$ cat config.mk
export PLATFORM = sky130hd
export DESIGN_NAME = asp_top
export DESIGN_NICKNAME = d
export VERILOG_FILES = /design/src/shared/asp_pkg.sv /design/src/asp_tx.sv /design/src/asp_rx.sv /design/src/asp_top.sv
export VERILOG_INCLUDE_DIRS = /design/src /design/src/shared
export SDC_FILE = /design/constraint.sdc
export NUM_CORES = 1
export LEC_CHECK = 0
export ABC_AREA = 1
export ABC_CLOCK_PERIOD_IN_PS = 3300
export BUFFER_PORTS_ARGS = -buffer_cell sky130_fd_sc_hd__buf_2
export CAP_MARGIN = 20
export CORE_UTILIZATION = 40
export DETAILED_ROUTE_END_ITERATION = 8
export SKIP_CTS_REPAIR_TIMING = 1
export SLEW_MARGIN = 20
export SYNTH_ARGS = -nofsm -noshare
export SYNTH_HDL_FRONTEND = slang
export SYNTH_HIERARCHICAL = 1
export SYNTH_SLANG_ARGS = --single-unit
$ cat constraint.sdc
create_clock -name clk_i -period 3.3 [get_ports clk_i]
set_input_delay 0.66 -clock clk_i [delete_from_list [all_inputs] [get_ports clk_i]]
set_output_delay 0.66 -clock clk_i [all_outputs]
set_load 0.005 [all_outputs]
$ cat src/shared/asp_map.svh
/*
  offsets, field positions, reset values and timing counts of the serial port.
  assumes a 10 MHz system clock and a byte-addressed wishbone slave.
*/
`ifndef ASP_MAP_SVH
`define ASP_MAP_SVH

`define ASP_CLK_HZ 10000000
`define ASP_OVS 8
`define ASP_DEF_BAUD 9600
`define ASP_DEF_DIV (`ASP_CLK_HZ / (`ASP_OVS * `ASP_DEF_BAUD))

`define ASP_OFF_DATA 8'h00
`define ASP_OFF_STAT 8'h04
`define ASP_OFF_CTRL 8'h08
`define ASP_OFF_BAUD 8'h0c
`define ASP_OFF_IRQ 8'h10
`define ASP_OFF_MASK 8'h14

`define ASP_CTRL_DATA8 0
`define ASP_CTRL_PAR_EN 1
`define ASP_CTRL_PAR_ODD 2
`define ASP_CTRL_STOP2 3
`define ASP_CTRL_FLOW 4
`define ASP_CTRL_RTS 5
`define ASP_CTRL_DTR 6
`define ASP_CTRL_WAKE_EN 7
`define ASP_CTRL_RESET 8'h11

`define ASP_ST_TX_BUSY 0
`define ASP_ST_RX_VALID 1
`define ASP_ST_CTS 2
`define ASP_ST_DCD 3
`define ASP_ST_RING 4
`define ASP_ST_DRV_EN 5
`define ASP_ST_TX_PEND 6

`define ASP_IRQ_RX_DONE 0
`define ASP_IRQ_TX_DONE 1
`define ASP_IRQ_PAR_ERR 2
`define ASP_IRQ_FRM_ERR 3
`define ASP_IRQ_OVERRUN 4
`define ASP_IRQ_RING 5
`define ASP_IRQ_DCD_CHG 6
`define ASP_IRQ_CTS_CHG 7

`endif

$ cat src/shared/asp_pkg.sv
/*
  types shared by the serial port modules.
  assumes asp_map.svh supplies the numeric constants.
*/
package asp_pkg;
  typedef enum logic {ASP_FLOW_NONE, ASP_FLOW_RTSCTS} asp_flow_type;
  typedef enum logic [2:0] {TX_IDLE, TX_LEAD, TX_START, TX_DATA, TX_PAR, TX_STOP, TX_TAIL} asp_tx_state_type;
  typedef enum logic [2:0] {RX_IDLE, RX_START, RX_DATA, RX_PAR, RX_STOP} asp_rx_state_type;
endpackage

$ cat src/asp_tx.sv
/*
  transmitter: frames one character per take, drives the line driver enable.
  assumes tick_i pulses eight times per bit and cts_ok_i is already synchronised.
*/
`timescale 1ns/100ps
`include "asp_map.svh"
module asp_tx (
  input wire logic clk_i,
  input wire logic rst_i,
  input wire logic tick_i,
  input wire logic [7:0] data_i,
  input wire logic pend_i,
  input wire logic cts_ok_i,
  input wire logic data8_i,
  input wire logic par_en_i,
  input wire logic par_odd_i,
  input wire logic stop2_i,
  output logic take_o,
  output logic done_o,
  output logic busy_o,
  output logic txd_o,
  output logic drv_en_o
);
  asp_pkg::asp_tx_state_type state_r;
  logic [2:0] sub_r;
  logic [2:0] bit_r;
  logic [7:0] shift_r;
  logic par_r, data8_r, par_en_r, par_odd_r, stop2_r;
  logic bit_end, stop_last, load;

  assign bit_end = tick_i && (sub_r == 3'h7);
  assign stop_last = bit_end && (!stop2_r || bit_r == 3'h1);
  // a queued character follows the stop bit directly, so the driver stays on;
  // from idle the take waits for a tick so the lead is exactly one bit long
  assign load = pend_i && cts_ok_i && ((state_r == asp_pkg::TX_IDLE && tick_i) ||
                (state_r == asp_pkg::TX_STOP && stop_last));
  assign busy_o = (state_r != asp_pkg::TX_IDLE);

  always_ff @(posedge clk_i) begin
    if (rst_i || state_r == asp_pkg::TX_IDLE || load) begin
      sub_r <= 3'h0;
    end else if (tick_i) begin
      sub_r <= sub_r + 3'h1;
    end
  end

  // frame format is frozen per character so a mid-frame write cannot tear it
  always_ff @(posedge clk_i) begin
    if (rst_i) begin
      data8_r <= 1'b1;
      par_en_r <= 1'b0;
      par_odd_r <= 1'b0;
      stop2_r <= 1'b0;
    end else if (load) begin
      data8_r <= data8_i;
      par_en_r <= par_en_i;
      par_odd_r <= par_odd_i;
      stop2_r <= stop2_i;
    end
  end

  always_ff @(posedge clk_i) begin
    if (rst_i) begin
      state_r <= asp_pkg::TX_IDLE;
      txd_o <= 1'b1;
      drv_en_o <= 1'b0;
      take_o <= 1'b0;
      done_o <= 1'b0;
      bit_r <= 3'h0;
      shift_r <= 8'h00;
      par_r <= 1'b0;
    end else begin
      take_o <= load;
      done_o <= (state_r == asp_pkg::TX_STOP) && stop_last;
      if (load) begin
        shift_r <= data_i;
        par_r <= 1'b0;
        bit_r <= 3'h0;
      end
      unique case (state_r)
        asp_pkg::TX_IDLE: begin
          if (load) begin
            state_r <= asp_pkg::TX_LEAD;
            drv_en_o <= 1'b1;
          end
        end
        asp_pkg::TX_LEAD: begin
          if (bit_end) begin
            state_r <= asp_pkg::TX_START;
            txd_o <= 1'b0;
          end
        end
        asp_pkg::TX_START: begin
          if (bit_end) begin
            state_r <= asp_pkg::TX_DATA;
            txd_o <= shift_r[0];
            par_r <= shift_r[0];
            shift_r <= {1'b0, shift_r[7:1]};
          end
        end
        asp_pkg::TX_DATA: begin
          if (bit_end) begin
            if (bit_r == (data8_r ? 3'h7 : 3'h6)) begin
              bit_r <= 3'h0;
              if (par_en_r) begin
                state_r <= asp_pkg::TX_PAR;
                txd_o <= par_r ^ par_odd_r;
              end else begin
                state_r <= asp_pkg::TX_STOP;
                txd_o <= 1'b1;
              end
            end else begin
              bit_r <= bit_r + 3'h1;
              txd_o <= shift_r[0];
              par_r <= par_r ^ shift_r[0];
              shift_r <= {1'b0, shift_r[7:1]};
            end
          end
        end
        asp_pkg::TX_PAR: begin
          if (bit_end) begin
            state_r <= asp_pkg::TX_STOP;
            txd_o <= 1'b1;
          end
        end
        asp_pkg::TX_STOP: begin
          if (load) begin
            state_r <= asp_pkg::TX_START;
            txd_o <= 1'b0;
          end else if (stop_last) begin
            state_r <= asp_pkg::TX_TAIL;
          end else if (bit_end) begin
            bit_r <= 3'h1;
          end
        end
        asp_pkg::TX_TAIL: begin
          if (bit_end) begin
            state_r <= asp_pkg::TX_IDLE;
            drv_en_o <= 1'b0;
          end
        end
      endcase
    end
  end
endmodule // asp_tx

$ cat src/asp_rx.sv
/*
  receiver: finds the start edge on eight-fold oversampling, samples bit centres.
  assumes rxd_i has been through a two-stage synchroniser.
*/
`timescale 1ns/100ps
`include "asp_map.svh"
module asp_rx (
  input wire logic clk_i,
  input wire logic rst_i,
  input wire logic tick_i,
  input wire logic rxd_i,
  input wire logic data8_i,
  input wire logic par_en_i,
  input wire logic par_odd_i,
  output logic [7:0] data_o,
  output logic done_o,
  output logic par_err_o,
  output logic frm_err_o
);
  asp_pkg::asp_rx_state_type state_r;
  logic [2:0] sub_r;
  logic [2:0] bit_r;
  logic [7:0] shift_r;
  logic par_r, perr_r, centre;

  assign centre = tick_i && (sub_r == 3'h7);

  always_ff @(posedge clk_i) begin
    if (rst_i) begin
      state_r <= asp_pkg::RX_IDLE;
      sub_r <= 3'h0;
      bit_r <= 3'h0;
      shift_r <= 8'h00;
      par_r <= 1'b0;
      perr_r <= 1'b0;
      data_o <= 8'h00;
      done_o <= 1'b0;
      par_err_o <= 1'b0;
      frm_err_o <= 1'b0;
    end else begin
      done_o <= 1'b0;
      if (tick_i) begin
        sub_r <= sub_r + 3'h1;
      end
      unique case (state_r)
        asp_pkg::RX_IDLE: begin
          sub_r <= 3'h0;
          if (tick_i && !rxd_i) begin
            state_r <= asp_pkg::RX_START;
            sub_r <= 3'h1;
          end
        end
        asp_pkg::RX_START: begin
          // a glitch shorter than three eighths of a bit is dropped here
          if (tick_i && sub_r == 3'h3) begin
            sub_r <= 3'h0;
            bit_r <= 3'h0;
            par_r <= 1'b0;
            perr_r <= 1'b0;
            state_r <= rxd_i ? asp_pkg::RX_IDLE : asp_pkg::RX_DATA;
          end
        end
        asp_pkg::RX_DATA: begin
          if (centre) begin
            shift_r <= {rxd_i, shift_r[7:1]};
            par_r <= par_r ^ rxd_i;
            bit_r <= bit_r + 3'h1;
            if (bit_r == (data8_i ? 3'h7 : 3'h6)) begin
              state_r <= par_en_i ? asp_pkg::RX_PAR : asp_pkg::RX_STOP;
            end
          end
        end
        asp_pkg::RX_PAR: begin
          if (centre) begin
            perr_r <= rxd_i ^ par_r ^ par_odd_i;
            state_r <= asp_pkg::RX_STOP;
          end
        end
        asp_pkg::RX_STOP: begin
          if (centre) begin
            state_r <= asp_pkg::RX_IDLE;
            data_o <= data8_i ? shift_r : {1'b0, shift_r[7:1]};
            done_o <= 1'b1;
            par_err_o <= perr_r;
            frm_err_o <= !rxd_i;
          end
        end
      endcase
    end
  end
endmodule // asp_rx

$ cat src/asp_top.sv
/*
  asynchronous serial port with modem-style flow control and a line driver enable,
  reached over a classic wishbone slave with one level interrupt.
  assumes a single 10 MHz clock; all modem and serial inputs are asynchronous pins.
*/
// Functional notes
// - the bit rate is set by a divider and covers 19 baud up to the top rate.
// - the top rate is the clock divided by 8, reached with a divider of one.
// - a frame is a low start bit, 7 or 8 data bits, optional parity and 1 or 2 stop bits.
// - data bits travel least significant first.
// - out of reset the port runs 9600 baud, 8 data bits, no parity, 1 stop bit, all writable.
// - out of reset the port uses request/clear-to-send flow control, selectable by software.
// - the line driver enable rises one bit time before the first start bit.
// - the line driver enable falls one bit time after the last stop bit.
// - the line driver enable stays high through the whole transmission.
// - send_request_n is driven and send_clear_n is sampled to pace the two parties.
// - terminal_ready_n is driven by software and carrier_detect_n is readable by it.
// - an asserted ring_indicate_n raises the wake output when software enables it.
`timescale 1ns/100ps
`include "asp_map.svh"
module asp_top (
  input wire logic clk_i,
  input wire logic rst_i,
  input wire logic wb_cyc_i,
  input wire logic wb_stb_i,
  input wire logic wb_we_i,
  input wire logic [7:0] wb_adr_i,
  input wire logic [3:0] wb_sel_i,
  input wire logic [31:0] wb_dat_i,
  output logic [31:0] wb_dat_o,
  output logic wb_ack_o,
  input wire logic serial_in_i,
  output logic serial_out_o,
  output logic send_request_n_o,
  input wire logic send_clear_n_i,
  output logic terminal_ready_n_o,
  input wire logic carrier_detect_n_i,
  input wire logic ring_indicate_n_i,
  output logic line_driver_enable_o,
  output logic irq_o,
  output logic wake_o
);
  localparam logic [15:0] DEF_DIV = 16'(`ASP_DEF_DIV);

  logic [7:0] ctrl_r;
  logic [15:0] div_r;
  logic [15:0] cnt_r;
  logic tick_r;
  logic [7:0] irq_st_r;
  logic [7:0] irq_mask_r;
  logic [7:0] irq_ev;
  logic [7:0] tx_hold_r;
  logic tx_pend_r;
  logic [7:0] rx_data_r;
  logic rx_valid_r;
  logic [3:0] pin_raw;
  logic [3:0] meta_r;
  logic [3:0] sync_r;
  logic [3:0] prev_r;
  logic rxd_s, cts_s, dcd_s, ring_s;
  logic req, acc_wr, acc_rd;
  logic [31:0] rd_mux;
  logic [7:0] reg_sel;
  logic cts_ok;
  logic tx_take, tx_done, tx_busy;
  logic [7:0] rx_byte;
  logic rx_done, rx_perr, rx_ferr;
  asp_pkg::asp_flow_type flow;

  assign flow = asp_pkg::asp_flow_type'(ctrl_r[`ASP_CTRL_FLOW]);

  // every pin passes two flops; the second stage is read, and a third flop prev_r feeds the edge events
  assign pin_raw = {ring_indicate_n_i, carrier_detect_n_i, send_clear_n_i, serial_in_i};
  genvar gi;
  generate
    for (gi = 0; gi < 4; gi = gi + 1) begin : g_sync
      always_ff @(posedge clk_i) begin
        if (rst_i) begin
          meta_r[gi] <= 1'b1;
          sync_r[gi] <= 1'b1;
          prev_r[gi] <= 1'b1;
        end else begin
          meta_r[gi] <= pin_raw[gi];
          sync_r[gi] <= meta_r[gi];
          prev_r[gi] <= sync_r[gi];
        end
      end
    end
  endgenerate
  assign rxd_s = sync_r[0];
  assign cts_s = sync_r[1];
  assign dcd_s = sync_r[2];
  assign ring_s = sync_r[3];

  // wishbone: ack one cycle after the request; writes and read side effects
  // land on the acked edge only
  assign req = wb_cyc_i && wb_stb_i;
  assign acc_wr = req && wb_ack_o && wb_we_i;
  assign acc_rd = req && wb_ack_o && !wb_we_i;

  always_ff @(posedge clk_i) begin
    if (rst_i) begin
      wb_ack_o <= 1'b0;
    end else begin
      wb_ack_o <= req && !wb_ack_o;
    end
  end

  always_comb begin
    rd_mux = 32'h0000_0000;
    unique case (wb_adr_i)
      `ASP_OFF_DATA: rd_mux[7:0] = rx_data_r;
      `ASP_OFF_STAT: begin
        rd_mux[`ASP_ST_TX_BUSY] = tx_busy;
        rd_mux[`ASP_ST_RX_VALID] = rx_valid_r;
        rd_mux[`ASP_ST_CTS] = !cts_s;
        rd_mux[`ASP_ST_DCD] = !dcd_s;
        rd_mux[`ASP_ST_RING] = !ring_s;
        rd_mux[`ASP_ST_DRV_EN] = line_driver_enable_o;
        rd_mux[`ASP_ST_TX_PEND] = tx_pend_r;
      end
      `ASP_OFF_CTRL: rd_mux[7:0] = ctrl_r;
      `ASP_OFF_BAUD: rd_mux[15:0] = div_r;
      `ASP_OFF_IRQ: rd_mux[7:0] = irq_st_r;
      `ASP_OFF_MASK: rd_mux[7:0] = irq_mask_r;
      default: rd_mux = 32'h0000_0000;
    endcase
  end

  always_ff @(posedge clk_i) begin
    if (rst_i) begin
      wb_dat_o <= 32'h0000_0000;
    end else if (req && !wb_ack_o && !wb_we_i) begin
      wb_dat_o <= rd_mux;
    end
  end

  // control and divider
  always_ff @(posedge clk_i) begin
    if (rst_i) begin
      ctrl_r <= `ASP_CTRL_RESET;
      div_r <= DEF_DIV;
    end else if (acc_wr) begin
      if (wb_adr_i == `ASP_OFF_CTRL && wb_sel_i[0]) begin
        ctrl_r <= wb_dat_i[7:0];
      end
      if (wb_adr_i == `ASP_OFF_BAUD) begin
        if (wb_sel_i[0]) begin
          div_r[7:0] <= wb_dat_i[7:0];
        end
        if (wb_sel_i[1]) begin
          div_r[15:8] <= wb_dat_i[15:8];
        end
      end
    end
  end

  // eight ticks per bit; a divider of 0 or 1 ticks every clock, the top rate
  always_ff @(posedge clk_i) begin
    if (rst_i) begin
      cnt_r <= 16'h0000;
      tick_r <= 1'b0;
    end else if (div_r <= 16'h0001 || cnt_r >= div_r - 16'h0001) begin
      cnt_r <= 16'h0000;
      tick_r <= 1'b1;
    end else begin
      cnt_r <= cnt_r + 16'h0001;
      tick_r <= 1'b0;
    end
  end

  // transmit holding register; a write while full is dropped
  always_ff @(posedge clk_i) begin
    if (rst_i) begin
      tx_hold_r <= 8'h00;
      tx_pend_r <= 1'b0;
    end else if (tx_take) begin
      tx_pend_r <= 1'b0;
    end else if (acc_wr && wb_adr_i == `ASP_OFF_DATA && wb_sel_i[0] && !tx_pend_r) begin
      tx_hold_r <= wb_dat_i[7:0];
      tx_pend_r <= 1'b1;
    end
  end

  // receive holding register; a new byte wins over the read that frees it
  always_ff @(posedge clk_i) begin
    if (rst_i) begin
      rx_data_r <= 8'h00;
      rx_valid_r <= 1'b0;
    end else if (rx_done) begin
      rx_data_r <= rx_byte;
      rx_valid_r <= 1'b1;
    end else if (acc_rd && wb_adr_i == `ASP_OFF_DATA) begin
      rx_valid_r <= 1'b0;
    end
  end

  assign cts_ok = (flow == asp_pkg::ASP_FLOW_NONE) || !cts_s;

  // modem outputs; in flow mode the request drops while a byte sits unread
  always_ff @(posedge clk_i) begin
    if (rst_i) begin
      send_request_n_o <= 1'b1;
      terminal_ready_n_o <= 1'b1;
      wake_o <= 1'b0;
    end else begin
      if (flow == asp_pkg::ASP_FLOW_RTSCTS) begin
        send_request_n_o <= rx_valid_r;
      end else begin
        send_request_n_o <= !ctrl_r[`ASP_CTRL_RTS];
      end
      terminal_ready_n_o <= !ctrl_r[`ASP_CTRL_DTR];
      wake_o <= ctrl_r[`ASP_CTRL_WAKE_EN] && !ring_s;
    end
  end

  // interrupt events
  always_comb begin
    irq_ev = 8'h00;
    irq_ev[`ASP_IRQ_RX_DONE] = rx_done;
    irq_ev[`ASP_IRQ_TX_DONE] = tx_done;
    irq_ev[`ASP_IRQ_PAR_ERR] = rx_done && rx_perr;
    irq_ev[`ASP_IRQ_FRM_ERR] = rx_done && rx_ferr;
    irq_ev[`ASP_IRQ_OVERRUN] = rx_done && rx_valid_r && !(acc_rd && wb_adr_i == `ASP_OFF_DATA);
    irq_ev[`ASP_IRQ_RING] = prev_r[3] && !ring_s;
    irq_ev[`ASP_IRQ_DCD_CHG] = prev_r[2] ^ dcd_s;
    irq_ev[`ASP_IRQ_CTS_CHG] = prev_r[1] ^ cts_s;
  end

  // a read clears only the bits it returned, so an event on that edge survives
  assign reg_sel = (acc_rd && wb_adr_i == `ASP_OFF_IRQ) ? wb_dat_o[7:0] : 8'h00;

  always_ff @(posedge clk_i) begin
    if (rst_i) begin
      irq_st_r <= 8'h00;
      irq_mask_r <= 8'h00;
      irq_o <= 1'b0;
    end else begin
      irq_st_r <= (irq_st_r & ~reg_sel) | irq_ev;
      if (acc_wr && wb_adr_i == `ASP_OFF_MASK && wb_sel_i[0]) begin
        irq_mask_r <= wb_dat_i[7:0];
      end
      irq_o <= |(((irq_st_r & ~reg_sel) | irq_ev) & irq_mask_r);
    end
  end

  asp_tx u_tx (
    .clk_i(clk_i),
    .rst_i(rst_i),
    .tick_i(tick_r),
    .data_i(tx_hold_r),
    .pend_i(tx_pend_r),
    .cts_ok_i(cts_ok),
    .data8_i(ctrl_r[`ASP_CTRL_DATA8]),
    .par_en_i(ctrl_r[`ASP_CTRL_PAR_EN]),
    .par_odd_i(ctrl_r[`ASP_CTRL_PAR_ODD]),
    .stop2_i(ctrl_r[`ASP_CTRL_STOP2]),
    .take_o(tx_take),
    .done_o(tx_done),
    .busy_o(tx_busy),
    .txd_o(serial_out_o),
    .drv_en_o(line_driver_enable_o)
  );

  asp_rx u_rx (
    .clk_i(clk_i),
    .rst_i(rst_i),
    .tick_i(tick_r),
    .rxd_i(rxd_s),
    .data8_i(ctrl_r[`ASP_CTRL_DATA8]),
    .par_en_i(ctrl_r[`ASP_CTRL_PAR_EN]),
    .par_odd_i(ctrl_r[`ASP_CTRL_PAR_ODD]),
    .data_o(rx_byte),
    .done_o(rx_done),
    .par_err_o(rx_perr),
    .frm_err_o(rx_ferr)
  );
endmodule // asp_top

==> results of run 1 <==
==> cell usage after synthesis, drive strengths merged (9+ instances only) <==
library cell  count  area share [%]
nand2           186             9.2
dfxtp           163              41
nor2            142             7.9
inv             128             6.0
o21ai           102             6.4
a21oi            84             5.3
nand3            58             4.1
buf              29             2.7
ha               27             4.2
xor2             24             2.6
clkbuf           14            0.66
nor3             12            0.88
or2              12            0.94
o211ai           11             1.1
xnor2            11             1.2
a211oi            9            0.85
==> worst max-delay path: cells and delay by family, from the launching register on <==
family          cells  cell delay (ps)
fa+ha+maj           2              500
flops               1              330
compound gates      1              160
simple gates       10             1520
buf+inv             2              180
xor+xnor            1              150
==> logic make-up (layout without fill, tap and decap cells) <==
logic type      Yosys count  count (layout)  synth area share [%]
fa+ha+maj                27              27                  4.24
buf+inv                 172             226                  9.46
compound gates          237             237                  16.6
other cells               1              16                0.0470
simple gates            424             424                  24.8
flops                   163             163                  40.9
mux                       1               1                 0.125
xor+xnor                 35              35                  3.84
==> cell type report <==
class | count | area (um^2)
fill | 2030 | 10500
multi-input combinational | 740 | 4030
sequential | 163 | 3260
inverter | 129 | 484
clock buffer | 18 | 439
timing repair buffer | 65 | 345
tap | 265 | 332
clock inverter | 14 | 175
==> cells in the final DEF (no fill, tap or decap), types with 6 or more instances in the layout <==
master,netlist,routed
nand2_1,177,177
dfxtp_1,163,163
nor2_1,126,126
inv_1,112,112
o21ai_0,92,92
a21oi_1,83,83
buf_2,6,57
nand3_1,52,52
ha_1,27,27
xor2_1,24,24
clkbuf_16,0,17
inv_2,16,16
conb_1,1,16
xnor2_1,11,11
or2_2,11,11
o211ai_1,10,10
a211oi_1,9,9
nor2_4,9,9
o21ai_1,9,9
nor3_1,10,9
a221oi_1,8,8
buf_4,19,8
o22ai_1,7,7
a31oi_1,7,7
nor2_2,6,6
nand2_2,6,6
==> stage by stage <==
stage                     std cells  instance area (um^2)  hold slack [ps]  setup slack [ps]
after floorplan                1075                  8030              376               693
after global placement         1362                  8440              392               343
after detailed placement       1362                  8440              398               270
after CTS                      1394                  9050              380               244
after global routing           1394                  9070              389              36.8
final                          1394                  9070              404               389
==> path summary, 6_finish.rpt <==
| path | depth (start not counted) | end |
|---|---|---|
| setup / recovery | 16 | cnt_r[10] |
| hold / removal | 2 | meta_r[0] |
| setup reg to reg | 16 | cnt_r[10] |
| hold reg to reg | 1 | rxd_s |
==> registers in the layout (all words and copies together), names as in the netlist, 4 cells and up <==
| signal | cells |
|---|---|
| cnt_r | 16 |
| ctrl_r | 8 |
| div_r | 16 |
| irq_mask_r | 8 |
| irq_st_r | 8 |
| meta_r | 4 |
| rx_data_r | 8 |
| tx_hold_r | 8 |
| u_rx/data_o | 8 |
| u_rx/shift_r | 8 |
| u_tx/shift_r | 8 |
| wb_dat_o | 16 |
==> routing by layer <==
layer	GRT usage, %	vias to the layer above	routed length (um)
li1	-	3559	-
met1	25.8	3120	9190
met2	31.9	139	8730
met3	3.96	28	791
met4	7.22	0	362
met5	0	-	0
==> report_power, final <==
group	switching, W	internal [W]	total, W
registers	0.0000476	0.00201	0.00205
clock network	0.000865	0.00122	0.00208
logic	0.000311	0.000157	0.000468
==> reports/qor.yml, run 1 <==
status: "completed"
timing.fmax_ghz: 0.344
critPathRequiredTime_ps: 3670
slowest_stage: "dfxtp_1"
root_buffer: "clkbuf_16"
fin_nets: 1196
cts_max_path_buffers: 2
synth_seq_cells: 163
startpoint_type: "flop"
max_slew_margin_pct: 60.1
drtPass1Iterations: 4
crit_chain: "inv_1 > ha_1 > nand2_1 > nor2_1 > nand2_1 > nor2_1 > nand2_1 > nor2_1 > xor2_1 > inv_1 > ha_1 > a21oi_1 > nor2_1 > nor3_2 > nand3_4 > nor2_1"
finalSetupViolCount: 0
ios: 92
hp-class: "input pin to flop"
final_util_pct: 46.4
ys_async_sr_fraction_pct: 0
total_power_w: 0.00461
finClkSkew_ps: 9.96
syn_area_mm2: 0.00798
overflow: 0
htreeDepth: 4
drcViolationCount: 0
fin_crit_ps: 2910
ant_nets: 0
areaGrowthSynthToFinish_pct: 13.7
io_buffers: 57
die-area_mm2: 0.0205
critPathKind: "flop to flop"
p_leak_nw: 3.97
critPathLaunch: "div_r[0]"
gp_congestion: 0.828
worst_path_most_repeated_cell: "nor2_1"
path_max_fanout: 16
wirelength_mm: 19.1
synthCells: 1060
num_rows: 51
viasPerCell: 4.91
critPathMaxStageDelay_ps: 330
syn_avg_cell_area_um2: 7.52
grt_max_degree: 43
ir_worst_vdd_uv: 313
cts_tree: "built"
synth_ff_type: "dfxtp_1"
num_antenna_cells: 0
crit_arrival_ps: 3280
ys_seq_area_share_pct: 40.9
first_iter_violations: 384
synth-edff-count: 0
hp-start: "serial_in_i"
rsz0062_at_grt: "false"
ys.warnings.count: 6
grt_pass1_vias: 6349
power_density_mw_per_mm2: 508
core_area_mm2: 0.0195
die_y_um: 143
r2r_start: "div_r[0]"
drv_slew: 0
grt_usage_pct: 19.7
initial_core_util_pct: 40.8
worstMarginPinSlew_ps: 597
clk_latency_ps: 430
vias: 6846
cts.clk_slew.worst_paths_ps: 70
wl_per_cell_um: 13.7
numClockSinks: 163
dieWidth_um: 143
cts_buffers: 17
regToRegSetupSlack_ps: 390
hold_viol_final: 0
grt_pass1_wl_mm: 31.3
cap_viol_max_count: 0
fin_tns_setup_ps: 0
antenna_found_initial: 0
fin_crit_sh_pct: 88.2
place_hpwl_mm: 13.9
layout-drive-gt1-share_pct: 14.6
yosys.cell_types.count: 51
end_kind: "flop"
(Power assumes the default switching activity.)
==> run 2: changes to the inputs <==
Settings changed: CAP_MARGIN 20 to default, CORE_UTILIZATION 40 to 25, SYNTH_HIERARCHICAL 1 to default.
==> run 2 against run 1 <==
Effect of this change:
- register-to-register slack improved by 20 ps
- via count rose by 1.0%
- sequential share of layout area fell by 0.43 points
- setup slack improved by 25 ps
- area after synthesis fell by 0.25%
- critical path type unchanged
==> reports/qor.yml, run 2 <==
grt_usage_pct: 12.5  # -7.2 points
synth.most_common_cell: "nand2_1"
setup_slack_ps: 414  # +24.8 ps
grt_max_degree: 64  # +49%
fin_crit_ps: 2890  # -24.8 ps
p_comb_share_pct: 12.5  # +2.3 points
drcViolationCount: 0  # unchanged
finClkSkew_ps: 13.1  # +3.09 ps
synthCells: 1059  # -0.094%
grt_pass1_vias: 6295  # -0.85%
rsz0062_at_grt: "false"
status: "completed"
wl_per_cell_um: 13.3  # -2.9%
timing.fmax_ghz: 0.347  # +0.86%
final_area_mm2: 0.00918  # +1.2%
ant_nets: 0  # unchanged
synth_seq_cells: 163  # unchanged
gp_congestion: 0.860  # +3.9%
swShare_pct: 27.7  # +1.1 points
top_regs: "cnt_r (16), div_r (16), wb_dat_o (16)"
mostFrequentLayoutCell: "nand2_1"
hold_viol_final: 0  # unchanged
synth_ff_type: "dfxtp_1"
syn_area_mm2: 0.00796  # -0.25%
ios: 92  # unchanged
cts_tree: "built"
seq_area_mm2: 0.00326  # unchanged
first_iter_violations: 614  # +60%
cap_viol_max_count: 0  # unchanged
dpl_cell_area_mm2: 0.00857  # +1.5%
dieWidth_um: 180  # +26%
grt_pass1_wl_mm: 32.7  # +4.5%
num_antenna_cells: 0  # unchanged
initial_core_util_pct: 25.7  # -15 points
hp-class: "input pin to flop"
die_y_um: 180  # +26%
path_max_fanout: 17  # +1
antenna_found_initial: 0  # unchanged
p_int_w: 0.00343  # +1.4%
viasPerCell: 4.57  # -7.0%
synth-edff-count: 0  # unchanged
ys_seq_area_share_pct: 41.0  # +0.10 points
switching_power_w: 0.00131  # +7.4%
overflow: 0  # unchanged
areaGrowthSynthToFinish_pct: 15.3
critPathKind: "flop to flop"
io_buffers: 57  # unchanged
clk_latency_ps: 430  # about the same
synth_commonest_cells: "179 x nand2_1, 163 x dfxtp_1, 117 x a21oi_1, 105 x inv_1, 92 x o21ai_0"
htreeDepth: 4  # unchanged
num_rows: 64  # +25%
end_kind: "flop"
fin_crit_sh_pct: 87.5  # -0.75 points
power_density_mw_per_mm2: 517  # +1.7%
fin_nets: 1186  # -0.84%
cts_buffers: 17  # unchanged
numClockSinks: 163  # unchanged
die-area_mm2: 0.0325  # +59%
place_hpwl_mm: 14.7  # +5.8%
fin_tns_setup_ps: 0  # unchanged
final_cell_mix: "179 x nand2_1, 163 x dfxtp_1, 117 x a21oi_1"
finalSetupViolCount: 0  # unchanged
critPathRequiredTime_ps: 3570  # -100 ps
crit_arrival_ps: 3160  # -120 ps
multi_input_area_mm2: 0.00401  # -0.47%
core_area_mm2: 0.0309  # +58%
worstMarginPinSlew_ps: 799  # +201 ps
wirelength_mm: 20.1  # +5.4%
drv_slew: 0  # unchanged
p_leak_nw: 3.70  # -6.8%
yosys.cell_types.count: 46  # -9.8%
pre_cts_slack_ps: 414  # +144 ps
layout-drive-gt1-share_pct: 14.3  # -0.30 points
ys_async_sr_fraction_pct: 0  # unchanged
synth_top_cell_by_area: "dfxtp_1"
max_slew_margin_pct: 46.6  # -14 points
root_buffer: "clkbuf_16"
syn_avg_cell_area_um2: 7.51  # -0.16%
clockPowerShare_pct: 43.4  # -1.9 points
synth_top_cell_area_share_pct: 41.0  # +0.10 points
ys.warnings.count: 0  # -6
synth_area_leaders: "dfxtp_1 41%, nand2_1 8.4%, a21oi_1 7.4%"
drtPass1Iterations: 5  # +1
cts_max_path_buffers: 2  # unchanged
cts.clk_slew.worst_paths_ps: 70  # about the same
fill_cells: 3347  # +65%
ir_worst_vdd_uv: 368  # +17%
vias: 6916  # +1.0%
p_seq_share_pct: 44.1  # -0.5 points
startpoint_type: "flop"
run 2: final timing paths:
check	slack, ps	startpoint	end	depth (start not counted)
setup reg to reg	410	div_r[0]	cnt_r[13]	17
hold reg to reg	410	meta_r[0]	rxd_s	1
hold / removal	410	ring_indicate_n_i	meta_r[3]	2
setup / recovery	410	div_r[0]	cnt_r[13]	17
run 2: kinds of logic after synthesis:
group | Yosys count | share of synthesized area (%)
other cells | 1 | 0.0471
xor+xnor | 33 | 3.63
flops | 163 | 41.0
buf+inv | 171 | 9.31
fa+ha+maj | 27 | 4.25
simple gates | 401 | 23.4
compound gates | 263 | 18.4
run 2: worst max-delay path: stages, from the launching register on:
cell,delay (ps)
dfxtp_1,350
inv_1,150
ha_1,220
nand3_2,120
nor2_2,230
nand4_1,150
nor2_1,140
xor2_1,150
inv_1,50
ha_1,260
nand2_1,60
inv_1,50
nand3_1,80
nor3_1,200
nand3_1,120
nand4_2,100
buf_4,240
nor3b_1,80
run 2: per-layer routing:
metal | global-route usage, % | part of all wire, % | vias up
met1 | 16.9 | 48 | 3131
met4 | 3.11 | 0.93 | 0
met3 | 2.87 | 4.7 | 11
li1 | - | - | 3595
met2 | 20.0 | 46 | 179
met5 | 0 | 0 | -
run 2: through the flow:
stage          utilization, %  total power, W  instances  hold slack (ps)
2_1_floorplan               -         0.00258       1074              376
3_3_place_gp             27.7         0.00271       1483              393
3_5_place_dp             27.7         0.00272       1483              394
4_1_cts                  29.7         0.00478       1514              392
5_1_grt                  29.7         0.00496       1514              391
6_report                 29.7         0.00474       1514              406
run 2: final cells by class:
class	count	area share (%)
Clock buffer	17	4.64
Inverter	120	4.91
Multi-Input combinational cell	740	43.7
Tap cell	396	5.40
Clock inverter	14	1.98
Sequential cell	163	35.6
Timing Repair Buffer	64	3.82
run 2: power by group through the flow:
stage,combinational (W),clock [W],sequential [W]
after floorplan,0.000459,0,0.00212
after global placement,0.000575,0,0.00213
after detailed placement,0.000582,0,0.00214
after CTS,0.000587,0.00210,0.00209
after global routing,0.000666,0.00219,0.00210
final,0.000592,0.00206,0.00209
==> run 3: changes to the inputs <==
Settings changed: CORE_UTILIZATION 25 to 59, CTS_BUF_LIST from default to sky130_fd_sc_hd__clkbuf_16, CTS_CLUSTER_SIZE from default to 25, PLACE_DENSITY from default to 0.8.
==> run 3 against run 2 <==
Effect of this change:
- register-to-register slack about the same
- maximum frequency about the same
- count of clock-buffer cells in the layout unchanged
- critical path depth grew 2
- clock power decreased by 7%
- final area decreased by 3.4%
- die area decreased by 57%
- critical path type unchanged
- largest cell class unchanged
- highest routed layer unchanged
==> reports/qor.yml, run 3 (synthesis results as in run 2) <==
hold_viol_final: 0  # unchanged
num_antenna_cells: 0  # unchanged
num_rows: 42  # -34%
fin_tns_setup_ps: 0  # unchanged
critPathKind: "flop to flop"
io_buffers: 57  # unchanged
layout-drive-gt1-share_pct: 14.2  # -0.13 points
grt_max_degree: 64  # unchanged
cts_buffers: 17  # unchanged
dpl_cell_area_mm2: 0.00830  # -3.2%
htreeDepth: 4  # unchanged
timing.fmax_ghz: 0.347  # about the same
drcViolationCount: 0  # unchanged
top_regs: "cnt_r (16), div_r (16), wb_dat_o (16)"
die-area_mm2: 0.0140  # -57%
cp.buffers_inverters: 4  # unchanged
crit_chain: "nor2_1 > nand2_1 > nor2_1 > nand4_1 > inv_1 > nand2_1 > nor2_1 > nand4_1 > nand2_1 > inv_1 > ha_1 > nand2_1 > inv_1 > nand3_1 > nor3_1 > nand3_1 > nand4_2 > buf_4 > nor3b_1"
rsz0062_at_grt: "false"
ios: 92  # unchanged
overflow: 0  # unchanged
crit_family: "simple AND/OR/NAND/NOR gates"
finalSetupViolCount: 0  # unchanged
worst_path_most_repeated_cell: "nand2_1"
fin_crit_sh_pct: 87.4  # about the same
grt_pass1_vias: 6653  # +5.7%
final_area_mm2: 0.00887  # -3.4%
die_y_um: 118  # -35%
dieWidth_um: 118  # -35%
core_area_mm2: 0.0132  # -57%
clk_latency_ps: 430  # about the same
status: "completed"
p_leak_nw: 3.69  # -0.28%
startpoint_type: "flop"
initial_core_util_pct: 60.3  # +35 points
antenna_found_initial: 0  # unchanged
grt_usage_pct: 28.3  # +16 points
viasPerCell: 5.54  # +21%
wirelength_mm: 18.9  # -5.8%
root_buffer: "clkbuf_16"
finClkSkew_ps: 8.25  # -4.80 ps
ir_worst_vdd_uv: 442  # +20%
end_kind: "flop"
mostFrequentLayoutCell: "nand2_1"
crit_arrival_ps: 3160  # about the same
vias: 7187  # +3.9%
fin_crit_ps: 2880  # -2.18 ps
drtPass1Iterations: 5  # unchanged
fin_nets: 1188  # +0.17%
cts.clk_slew.worst_paths_ps: 60  # about the same
wl_per_cell_um: 14.6  # +9.9%
path_max_fanout: 17  # unchanged
r2r_start: "div_r[2]"
worstMarginPinSlew_ps: 790  # -8.44 ps
areaGrowthSynthToFinish_pct: 11.4
max_slew_margin_pct: 47.1  # +0.56 points
place_hpwl_mm: 13.3  # -9.1%
gp_congestion: 0.930  # +8.1%
critPathLaunch: "div_r[2]"
ant_nets: 0  # unchanged
hp-start: "send_clear_n_i"
drv_slew: 0  # unchanged
power_density_mw_per_mm2: 518  # +0.16%
cap_viol_max_count: 0  # unchanged
hp-class: "input pin to flop"
critPathMaxStageDelay_ps: 370  # +20 ps
critPathRequiredTime_ps: 3580  # about the same
fill_cells: 1141  # -66%
final_cell_mix: "179 x nand2_1, 163 x dfxtp_1, 117 x a21oi_1"
final_util_pct: 67.2  # +38 points
numClockSinks: 163  # unchanged
cts_tree: "built"
slowest_stage: "dfxtp_1"
first_iter_violations: 475  # -23%
grt_pass1_wl_mm: 31.4  # -4.0%
cts_max_path_buffers: 2  # unchanged
==> run 3: changes by cell type in the layout (fill, tap and decap cells not counted) <==
cell / change
clkinvlp_4: +2
bufinv_16: -1
inv_8: -2
clkinv_4: -2
clkinv_2: -1
buf_4: +3
buf_12: -1
clkinv_1: +1
inv_1: +3
inv_6: +1
==> run 3: final cells by class <==
class / count / area [um^2] / share of cell area (%)
Clock buffer: 17 / 425 / 4.80
Timing Repair Buffer: 66 / 353 / 3.98
Tap cell: 176 / 220 / 2.48
Multi-Input combinational cell: 740 / 4010 / 45.2
Sequential cell: 163 / 3260 / 36.8
Clock inverter: 15 / 145 / 1.64
Inverter: 120 / 450 / 5.08
==> run 3: metal layers <==
| layer | vias up | routed length (um) | GRT usage, % |
|---|---|---|---|
| li1 | 3586 | - | - |
| met1 | 3299 | 8410 | 36.5 |
| met2 | 263 | 8830 | 45.9 |
| met3 | 39 | 1260 | 5.72 |
| met4 | 0 | 426 | 11.8 |
| met5 | - | 0 | 0 |
==> run 3: worst register-to-register path: stages, from the launching register on <==
cell and delay, ps:
dfxtp_1 370, nor2_1 160, nand2_1 90, nor2_1 160
nand4_1 160, inv_1 90, nand2_1 80, nor2_1 190
nand4_1 100, nand2_1 80, inv_1 40, ha_1 280
nand2_1 70, inv_1 50, nand3_1 70, nor3_1 190
nand3_1 120, nand4_2 100, buf_4 240, nor3b_1 80
==> run 3: where the power goes <==
part           switching (W)  internal [W]  leakage (nW)
clock network       0.000819       0.00111         0.277
registers          0.0000647       0.00203          1.32
logic               0.000371      0.000200          2.09
==> run 3: final timing paths <==
kind	slack, ps	cells after the start	end
max	420	19	cnt_r[1]
min	410	2	meta_r[1]
max reg2reg	420	19	cnt_r[1]
min reg2reg	420	1	rxd_s
==> run 3: metrics by stage <==
step | hold slack [ps] | std cells | worst slack (ps) | total power, W
after floorplan | 376 | 1074 | 702 | 0.00258
after global placement | 391 | 1265 | 502 | 0.00269
after detailed placement | 400 | 1265 | 429 | 0.00270
after CTS | 398 | 1297 | 417 | 0.00460
after global routing | 398 | 1297 | 70.9 | 0.00478
final | 406 | 1297 | 416 | 0.00459
